File: src/branch_seq_defs.vh
// constants shared by the branch and event sequencer and its condition evaluator
// assumes inclusion by bare name from files in the same folder
`ifndef BRANCH_SEQ_DEFS_VH
`define BRANCH_SEQ_DEFS_VH

// ----------------------------------------------------------------
// branch kinds presented by decode
// ----------------------------------------------------------------
`define KIND_REL        3'h0
`define KIND_JUMP_IND   3'h1
`define KIND_CALL_REL   3'h2
`define KIND_CALL_IND   3'h3
`define KIND_RETURN     3'h4

// ----------------------------------------------------------------
// condition codes of relative branches
// ----------------------------------------------------------------
`define COND_ALWAYS     4'h0
`define COND_NEVER      4'h1
`define COND_EQ         4'h2
`define COND_NE         4'h3
`define COND_CS         4'h4
`define COND_CC         4'h5
`define COND_MI         4'h6
`define COND_PL         4'h7
`define COND_VS         4'h8
`define COND_VC         4'h9
`define COND_LT         4'hA
`define COND_GE         4'hB
`define COND_LE         4'hC
`define COND_GT         4'hD
`define COND_LS         4'hE
`define COND_HI         4'hF

// ----------------------------------------------------------------
// flag positions in the nzvc vector
// ----------------------------------------------------------------
`define FLAG_N          3
`define FLAG_Z          2
`define FLAG_V          1
`define FLAG_C          0

// ----------------------------------------------------------------
// program status fields
// ----------------------------------------------------------------
`define PS_IFLAG_BIT    4
`define PS_ILM_HI       20
`define PS_ILM_LO       16

// ----------------------------------------------------------------
// event vectors and levels
// ----------------------------------------------------------------
`define VEC_EMULATOR    8'h09
`define VEC_STEP_TRACE  8'h0C
`define VEC_UNDEFINED   8'h0E
`define VEC_NMI         8'h0F
`define LEVEL_NMI       5'h0F

// ----------------------------------------------------------------
// stack frame and reset values
// ----------------------------------------------------------------
`define FRAME_BYTES     32'h0000_0008
`define SSP_RESET       32'h0000_0000

`endif

File: src/branch_condition_eval.v
// condition evaluator for relative branches
// assumes flags come from the state before the branch retires
`timescale 1ns/100ps

module branch_condition_eval (
	input  wire [3:0] cond,
	input  wire [3:0] flags_nzvc,
	output reg        cond_true
);

`include "branch_seq_defs.vh"

	wire n;
	wire z;
	wire v;
	wire c;

	// ----------------------------------------------------------------
	// flag decode
	// ----------------------------------------------------------------
	assign n = flags_nzvc[`FLAG_N];
	assign z = flags_nzvc[`FLAG_Z];
	assign v = flags_nzvc[`FLAG_V];
	assign c = flags_nzvc[`FLAG_C];

	// one decision per code; odd codes invert their even partner
	always @* begin
		case (cond)
			`COND_ALWAYS: cond_true = 1'b1;
			`COND_NEVER:  cond_true = 1'b0;
			`COND_EQ:     cond_true = z;
			`COND_NE:     cond_true = ~z;
			`COND_CS:     cond_true = c;
			`COND_CC:     cond_true = ~c;
			`COND_MI:     cond_true = n;
			`COND_PL:     cond_true = ~n;
			`COND_VS:     cond_true = v;
			`COND_VC:     cond_true = ~v;
			`COND_LT:     cond_true = n ^ v;
			`COND_GE:     cond_true = ~(n ^ v);
			`COND_LE:     cond_true = (n ^ v) | z;
			`COND_GT:     cond_true = ~((n ^ v) | z);
			`COND_LS:     cond_true = c | z;
			`COND_HI:     cond_true = ~(c | z);
			default:      cond_true = 1'b0;
		endcase
	end

endmodule

File: src/branch_sequencer.v
// branch and event sequencer at the execute stage of a single-issue core
// assumes decode, register file and interrupt controller run on clk_sys;
// all inputs are same-domain and need no synchronisers
//
// What this block does
// - delayed branch runs next instruction first
// - delayed jump, call, return, all branches
// - conditional delayed slot always executes
// - only pc update moves; registers stay ordered
// - indirect target sampled before slot writes
// - delayed return uses pre-slot return pointer
// - delayed condition uses pre-slot flags
// - slot reading return pointer sees call
// - no step trace inside delayed pair
// - no interrupt or nmi inside pair
// - undefined opcode in slot acts as nop
// - taken delayed branch costs one cycle
// - non-delayed branch skips sequential instruction
// - non-delayed taken two cycles, untaken one
// - exception resumes at faulting instruction
// - trap resumes at following instruction
// - recognise all listed event causes
// - return from event restores pc and status
// - fifteen usable user priority levels
// - accept only level below current mask
// - stack pointer minus eight on entry, plus on return
`timescale 1ns/100ps

module branch_sequencer #(
	parameter [7:0] COP_ABSENT_VEC  = 8'h0B,
	parameter [7:0] COP_ERROR_VEC   = 8'h0A,
	parameter [7:0] DELAYED_IRQ_VEC = 8'h3F
) (
	input  wire        clk_sys,
	input  wire        reset_n,
	input  wire        ex_valid,
	input  wire [31:0] ex_pc,
	input  wire [31:0] ex_next_pc,
	input  wire [31:0] ex_link_addr,
	input  wire        ex_is_branch,
	input  wire        ex_delayed,
	input  wire [2:0]  ex_kind,
	input  wire [3:0]  ex_cond,
	input  wire [31:0] ex_rel_target,
	input  wire        ex_undefined,
	input  wire        ex_soft_trap,
	input  wire [7:0]  ex_soft_trap_vec,
	input  wire        ex_emulator_trap,
	input  wire        ex_cop_absent,
	input  wire        ex_cop_error,
	input  wire        ex_return_from_event,
	input  wire [31:0] general_register_operand,
	input  wire [31:0] return_pointer,
	input  wire [3:0]  flags_nzvc,
	input  wire [31:0] program_status,
	input  wire [31:0] restored_pc,
	input  wire [31:0] restored_ps,
	input  wire        step_trace_en,
	input  wire        nmi_req,
	input  wire        irq_req,
	input  wire [4:0]  irq_level,
	input  wire [7:0]  irq_vector,
	input  wire        delayed_irq_req,
	input  wire [4:0]  delayed_irq_level,
	output reg         redirect_valid_ff,
	output reg  [31:0] redirect_pc_ff,
	output reg         flush_ff,
	output reg         slot_active_ff,
	output reg         slot_nop_ff,
	output reg  [31:0] slot_rp_ff,
	output reg         rp_wr_en_ff,
	output reg  [31:0] rp_wr_data_ff,
	output reg         evt_enter_ff,
	output reg  [7:0]  evt_vector_ff,
	output reg  [31:0] evt_push_pc_ff,
	output reg  [31:0] evt_push_ps_ff,
	output reg  [31:0] evt_push_addr_ff,
	output reg         ps_restore_valid_ff,
	output reg  [31:0] ps_restore_ff,
	output reg  [31:0] system_stack_pointer_ff
);

`include "branch_seq_defs.vh"

	// ----------------------------------------------------------------
	// states, one-hot
	// ----------------------------------------------------------------
	localparam [2:0] ST_RUN  = 3'h1;
	localparam [2:0] ST_SLOT = 3'h2;
	localparam [2:0] ST_DROP = 3'h4;

	reg  [2:0]  state_ff;
	reg  [2:0]  nxt_state;
	reg         slot_taken_ff;
	reg  [31:0] slot_target_ff;

	wire        cond_true;
	wire        in_slot;
	wire        retire;
	wire        is_br;
	wire        is_call;
	wire        cond_ok;
	wire        br_taken;
	wire        nd_taken;
	wire        d_br;
	wire        return_from_event;
	wire        async_ok;
	wire        iflag;
	wire [4:0]  interrupt_level_mask;
	reg  [31:0] br_target;
	reg  [31:0] successor;
	reg         evt_take;
	reg  [7:0]  evt_vec;
	reg  [31:0] evt_save_pc;
	reg  [31:0] ssp_after_return_from_event;

	// level test shared by every maskable source
	function level_passes;
		input [4:0] level;
		input [4:0] mask;
		begin
			level_passes = (level < mask);
		end
	endfunction

	// ----------------------------------------------------------------
	// condition evaluation
	// ----------------------------------------------------------------
	// flags sampled at branch
	branch_condition_eval u_cond (
		.cond       (ex_cond),
		.flags_nzvc (flags_nzvc),
		.cond_true  (cond_true)
	);

	// ----------------------------------------------------------------
	// retirement decode
	// ----------------------------------------------------------------
	// the cycle after a discard is dead: the wrong-path word there is killed
	assign in_slot  = state_ff[1];
	assign retire   = ex_valid & ~state_ff[2];
	// a branch in the slot is the stream's fault; it is not honoured
	assign is_br    = retire & ex_is_branch & ~in_slot;
	assign is_call  = (ex_kind == `KIND_CALL_REL) | (ex_kind == `KIND_CALL_IND);
	assign cond_ok  = (ex_kind == `KIND_REL) ? cond_true : 1'b1;
	assign br_taken = is_br & cond_ok;
	assign nd_taken = br_taken & ~ex_delayed;
	// every kind has a delayed form
	assign d_br     = is_br & ex_delayed;
	assign return_from_event     = retire & ex_return_from_event;
	// nothing asynchronous at the branch half
	assign async_ok = retire & ~d_br;
	assign iflag    = program_status[`PS_IFLAG_BIT];
	assign interrupt_level_mask      = program_status[`PS_ILM_HI:`PS_ILM_LO];

	// ----------------------------------------------------------------
	// branch target select
	// ----------------------------------------------------------------
	// register value before slot
	always @* begin
		case (ex_kind)
			`KIND_REL:      br_target = ex_rel_target;
			`KIND_CALL_REL: br_target = ex_rel_target;
			`KIND_JUMP_IND: br_target = general_register_operand;
			`KIND_CALL_IND: br_target = general_register_operand;
			`KIND_RETURN:   br_target = return_pointer;
			default:        br_target = ex_next_pc;
		endcase
	end

	// address that follows the retiring instruction in program order
	// trap resumes after instruction
	always @* begin
		if (return_from_event) begin
			successor = restored_pc;
		end else if (nd_taken) begin
			successor = br_target;
		end else if (in_slot & slot_taken_ff) begin
			successor = slot_target_ff;
		end else begin
			successor = ex_next_pc;
		end
	end

	// ----------------------------------------------------------------
	// event selection, fixed priority
	// ----------------------------------------------------------------
	// all causes recognised here
	always @* begin
		evt_take    = 1'b0;
		evt_vec     = `VEC_UNDEFINED;
		evt_save_pc = successor;
		if (retire & ex_undefined & ~in_slot) begin
			evt_take    = 1'b1;
			evt_vec     = `VEC_UNDEFINED;
			evt_save_pc = ex_pc;
		end else if (retire & ex_cop_absent) begin
			evt_take = 1'b1;
			evt_vec  = COP_ABSENT_VEC;
		end else if (retire & ex_cop_error) begin
			evt_take = 1'b1;
			evt_vec  = COP_ERROR_VEC;
		end else if (retire & ex_soft_trap) begin
			evt_take = 1'b1;
			evt_vec  = ex_soft_trap_vec;
		end else if (retire & ex_emulator_trap) begin
			evt_take = 1'b1;
			evt_vec  = `VEC_EMULATOR;
		end else if (async_ok & nmi_req & level_passes(`LEVEL_NMI, interrupt_level_mask)) begin
			evt_take = 1'b1;
			evt_vec  = `VEC_NMI;
		end else if (async_ok & iflag & delayed_irq_req &
				level_passes(delayed_irq_level, interrupt_level_mask)) begin
			evt_take = 1'b1;
			evt_vec  = DELAYED_IRQ_VEC;
		end else if (async_ok & iflag & irq_req & level_passes(irq_level, interrupt_level_mask)) begin
			evt_take = 1'b1;
			evt_vec  = irq_vector;
		end else if (async_ok & step_trace_en) begin
			evt_take = 1'b1;
			evt_vec  = `VEC_STEP_TRACE;
		end
	end

	// return frame popped before new push
	always @* begin
		if (return_from_event) begin
			ssp_after_return_from_event = system_stack_pointer_ff + `FRAME_BYTES;
		end else begin
			ssp_after_return_from_event = system_stack_pointer_ff;
		end
	end

	// ----------------------------------------------------------------
	// sequencing state
	// ----------------------------------------------------------------
	always @* begin
		case (state_ff)
			ST_RUN: begin
				if (evt_take | nd_taken | return_from_event) begin
					nxt_state = ST_DROP;
				end else if (d_br) begin
					nxt_state = ST_SLOT;
				end else begin
					nxt_state = ST_RUN;
				end
			end
			ST_SLOT: begin
				if (retire & (evt_take | return_from_event)) begin
					nxt_state = ST_DROP;
				end else if (retire) begin
					nxt_state = ST_RUN;
				end else begin
					nxt_state = ST_SLOT;
				end
			end
			ST_DROP: nxt_state = ST_RUN;
			default: nxt_state = ST_RUN;
		endcase
	end

	always @(posedge clk_sys) begin
		if (!reset_n) begin
			state_ff <= ST_RUN;
		end else begin
			state_ff <= nxt_state;
		end
	end

	// ----------------------------------------------------------------
	// pc redirection and discard
	// ----------------------------------------------------------------
	// delayed taken redirects at once: the slot is already fetched,
	// so the target follows it with no bubble
	always @(posedge clk_sys) begin
		if (!reset_n) begin
			redirect_valid_ff <= 1'b0;
			redirect_pc_ff    <= 32'h0000_0000;
			flush_ff          <= 1'b0;
			slot_taken_ff     <= 1'b0;
			slot_target_ff    <= 32'h0000_0000;
		end else begin
			redirect_valid_ff <= (br_taken | return_from_event) & ~evt_take;
			redirect_pc_ff    <= return_from_event ? restored_pc : br_target;
			flush_ff          <= nd_taken | return_from_event | evt_take;
			if (d_br) begin
				slot_taken_ff  <= cond_ok;
				slot_target_ff <= br_target;
			end
		end
	end

	// ----------------------------------------------------------------
	// slot side information and return pointer
	// ----------------------------------------------------------------
	always @(posedge clk_sys) begin
		if (!reset_n) begin
			slot_active_ff <= 1'b0;
			slot_nop_ff    <= 1'b0;
			slot_rp_ff     <= 32'h0000_0000;
			rp_wr_en_ff    <= 1'b0;
			rp_wr_data_ff  <= 32'h0000_0000;
		end else begin
			slot_active_ff <= (nxt_state == ST_SLOT);
			slot_nop_ff    <= retire & in_slot & ex_undefined;
			slot_rp_ff     <= (d_br & is_call) ? ex_link_addr : return_pointer;
			// link written at call, before slot
			rp_wr_en_ff    <= is_br & is_call & ~evt_take;
			rp_wr_data_ff  <= ex_link_addr;
		end
	end

	// ----------------------------------------------------------------
	// event entry, return and stack pointer
	// ----------------------------------------------------------------
	// return_from_event and a new entry in one cycle net to no stack change
	always @(posedge clk_sys) begin
		if (!reset_n) begin
			evt_enter_ff            <= 1'b0;
			evt_vector_ff           <= 8'h00;
			evt_push_pc_ff          <= 32'h0000_0000;
			evt_push_ps_ff          <= 32'h0000_0000;
			evt_push_addr_ff        <= `SSP_RESET;
			ps_restore_valid_ff     <= 1'b0;
			ps_restore_ff           <= 32'h0000_0000;
			system_stack_pointer_ff <= `SSP_RESET;
		end else begin
			evt_enter_ff        <= evt_take;
			evt_vector_ff       <= evt_vec;
			evt_push_pc_ff      <= evt_save_pc;
			evt_push_ps_ff      <= return_from_event ? restored_ps : program_status;
			evt_push_addr_ff    <= ssp_after_return_from_event - `FRAME_BYTES;
			ps_restore_valid_ff <= return_from_event;
			ps_restore_ff       <= restored_ps;
			if (evt_take) begin
				system_stack_pointer_ff <= ssp_after_return_from_event - `FRAME_BYTES;
			end else begin
				system_stack_pointer_ff <= ssp_after_return_from_event;
			end
		end
	end

endmodule

File: config.mk
export PLATFORM = sky130hd
export DESIGN_NAME = branch_sequencer
export DESIGN_NICKNAME = d
export VERILOG_FILES = /design/src/branch_condition_eval.v /design/src/branch_sequencer.v
export VERILOG_INCLUDE_DIRS = /design/src
export SDC_FILE = /design/constraint.sdc
export NUM_CORES = 1
export LEC_CHECK = 0
export ABC_AREA = 1
export BUFFER_PORTS_ARGS = -buffer_cell sky130_fd_sc_hd__clkbuf_2
export CAP_MARGIN = 40
export CORE_AREA = 2 2 240 242
export CTS_CLUSTER_DIAMETER = 150
export DETAILED_ROUTE_END_ITERATION = 10
export DIE_AREA = 0 0 242 244
export PLACE_DENSITY = 0.45
export SYNTH_ARGS = -nofsm -noshare
export SYNTH_HDL_FRONTEND = slang
export SYNTH_SLANG_ARGS = --single-unit
File: constraint.sdc
create_clock -name clk_sys -period 2.6 [get_ports clk_sys]
set_input_delay 0.26 -clock clk_sys [delete_from_list [all_inputs] [get_ports clk_sys]]
set_output_delay 0.26 -clock clk_sys [all_outputs]
set_load 0.01 [all_outputs]
==> results.json <==
{
  "area_growth_pct": 53.3,
  "arrival_ns": 2.96,
  "p_leak_uw": 0.0114,
  "grt_max_degree": 81,
  "dpl.cell_count": 3401,
  "fill_cells": 6028,
  "cts_tree": "yes",
  "synth_top_area_cell": "dfxtp_1",
  "setup_viol": 0,
  "p_per_area_mw_per_mm2": 811,
  "start_kind": "input pin",
  "cp_max_fo": 5,
  "crit_path_end_kind": "flop",
  "worstSkewPairLatency_ns": 0.56,
  "drc": 0,
  "cts_buffers": 38,
  "initial_core_util_pct": 24.9,
  "skew_ns": 0.0119,
  "holdWs_ns": 0.0326,
  "dp_hpwl_um": 53200,
  "coreArea_sq_mm": 0.0562,
  "hold_violations": 0,
  "die_height_um": 244,
  "dpl_worst_slack_ns": 0.0385,
  "cap_violations": 0,
  "yosysWarnings": 0,
  "rows": 87,
  "io_pins": 611,
  "grt_pass1_vias": 16400,
  "yosys-top-cells-area": "dfxtp_1 43%, nand2_1 15%, inv_1 6.8%",
  "status": "completed",
  "pwr-share-seq_pct": 33.1,
  "p_int_uw": 11000,
  "swShare_pct": 36.6,
  "place_congestion": 0.940,
  "layoutNonFillerInstCount": 3657,
  "final.period_utilization_pct": 95.5,
  "path_clk_slew_ns": 0.06,
  "vdd_drop_max_mv": 0.604,
  "num_vias": 16700,
  "portBuffers": 604,
  "wl_um": 69700,
  "antenna_found_initial": 14,
  "hp-class": "in2reg",
  "tns_ns": 0,
  "switchingPower_uw": 6370,
  "drt_iter0_drc": 975,
  "synthTopCellsByCount": "565 x nand2_1, 301 x dfxtp_1, 253 x inv_1, 202 x nor2_1, 167 x o21ai_0",
  "netlist_instances": 2066,
  "clk_path_buf_depth": 3,
  "grt_pass1_wl_um": 102000,
  "synth.most_common_cell": "nand2_1",
  "pwr-share-clk_pct": 32.8,
  "period_minus_slack_ns": 2.48,
  "fin_ws_ns": 0.118,
  "path_class": "in2reg",
  "clkSinkCount": 301,
  "slew-limit-headroom_pct": 54.8,
  "overflow": 0,
  "grt_usage_pct": 22.7,
  "die_w_um": 242,
  "ys_ff_latch": 301,
  "yosysSeqAreaShare_pct": 43.1,
  "synthArstFlopShare_pct": 0,
  "cts_root_buf": "clkbuf_16",
  "dr.pass1.iters": 5,
  "finalNetCount": 3214,
  "syn_area_per_cell_sq_um": 6.77,
  "drive_above_1_share_pct": 28.2,
  "h-tree-depth": 2,
  "cp.required_ns": 3.08,
  "pwr-share-comb_pct": 34.1,
  "ys_dominant_reg_cell": "dfxtp_1",
  "tightest_slew_ns": 0.678,
  "synth_edf_count": 0,
  "synth.distinct_cells": 40,
  "die_area_sq_mm": 0.0590,
  "fmax_mhz": 403,
  "syn_area_sq_mm": 0.0140,
  "wl_per_cell_um": 19.1,
  "yosysTopAreaCellShare_pct": 43.1,
  "viasPerCell": 4.55,
  "ant_nets": 0,
  "maxSlewViolCount": 0
}
-- logic make-up (layout without fill, tap and decap cells) --
kind of cell | Yosys count | count (layout) | share of synthesized area, %
AOI/OAI and AO/OA | 356 | 356 | 13.1
xor gates and xnor gates | 27 | 27 | 1.69
and+or+nand+nor | 1000 | 1000 | 31.0
adders and majority gates | 10 | 10 | 0.895
buffers and inverters | 371 | 1189 | 10.2
DFF | 301 | 301 | 43.1
other | 1 | 18 | 0.0268
-- state kept, by name (all words and copies together) (netlist names), 8 cells and up --
register / cells
slot_rp_ff: 32
evt_vector_ff: 8
slot_target_ff: 32
evt_push_ps_ff: 32
evt_push_addr_ff: 29
redirect_pc_ff: 32
system_stack_pointer_ff: 29
ps_restore_ff: 32
evt_push_pc_ff: 32
rp_wr_data_ff: 32
-- metrics by stage --
| step | util, % | instance area, sq um | power [uW] |
|---|---|---|---|
| 2_1_floorplan | - | 14000 | 9000 |
| 3_3_place_gp | 32.4 | 18200 | 11500 |
| 3_5_place_dp | 32.4 | 18200 | 11500 |
| 4_1_cts | 38.0 | 21300 | 17500 |
| 5_1_grt | 38.1 | 21400 | 18500 |
| 6_report | 38.2 | 21400 | 17400 |
-- worst max-delay path, stage by stage --
cell	delay (ns)
clkbuf_2	0.08
dlygate4sd3_1	0.55
inv_1	0.07
ha_1	0.29
nand2_1	0.07
nor2_1	0.04
o21ai_0	0.08
nand4_1	0.13
nor3b_2	0.19
buf_4	0.14
nand2_1	0.07
buf_4	0.16
nor2_4	0.11
nand2_1	0.06
a21oi_1	0.11
dlygate4sd3_1	0.56
-- path summary, 6_finish.rpt --
path	startpoint	slack [ns]	cells past startpoint	endpoint
max	program_status[18]	0.12	16	evt_vector_ff[6]
min	ex_pc[12]	0.03	3	evt_push_pc_ff[12]
max reg2reg	system_stack_pointer_ff[12]	0.20	11	evt_push_addr_ff[28]
min reg2reg	slot_target_ff[31]	0.54	2	slot_target_ff[31]
-- power by group through the flow --
stage | Sequential [uW] | Clock [uW] | Combinational [uW]
6_report | 5760 | 5690 | 5940
5_1_grt | 5820 | 6030 | 6600
4_1_cts | 5750 | 5860 | 5910
3_5_place_dp | 5840 | 0 | 5650
3_3_place_gp | 5840 | 0 | 5640
2_1_floorplan | 6000 | 0 | 2990
-- final cells by class --
class	count	area, sq um	area share, %
inverters	266	1000	4.69
well taps	756	946	4.41
clock inverters	16	259	1.21
repair buffers	858	5480	25.6
diodes	12	30.0	0.140
multi-input cells	1399	6620	30.9
clock buffers	49	1060	4.96
flip-flops and latches	301	6030	28.1
-- layout by cell type (no fill, tap or decap), types with 7 or more instances in the layout --
master	count
clkbuf_2	603
nand2_1	563
dfxtp_1	301
inv_1	251
nor2_1	195
dlygate4sd3_1	178
o21ai_0	167
a21oi_1	158
nand3_1	114
buf_4	67
nand4_1	50
clkbuf_16	39
xor2_1	20
or2_2	17
o22ai_1	14
nor2_2	13
nor2_4	13
diode_2	12
ha_1	10
inv_2	8
nor3_1	8
xnor2_1	7
nand2_2	7
buf_12	7
-- repair_timing --
action	in CTS	in global routing
hold endpoints to repair	181	0
buffers inserted	0	1
endpoints found under the setup margin	0	41
hold buffers	178	0
resized for setup	0	16
-- per-layer routing --
metal / track usage (%) / routed length (um)
met1: 27.4 / 29000
met3: 4.85 / 4510
met5: 0 / 33
met2: 39.9 / 34000
met4: 7.88 / 2170
Power figures use the tool's default switching activity.
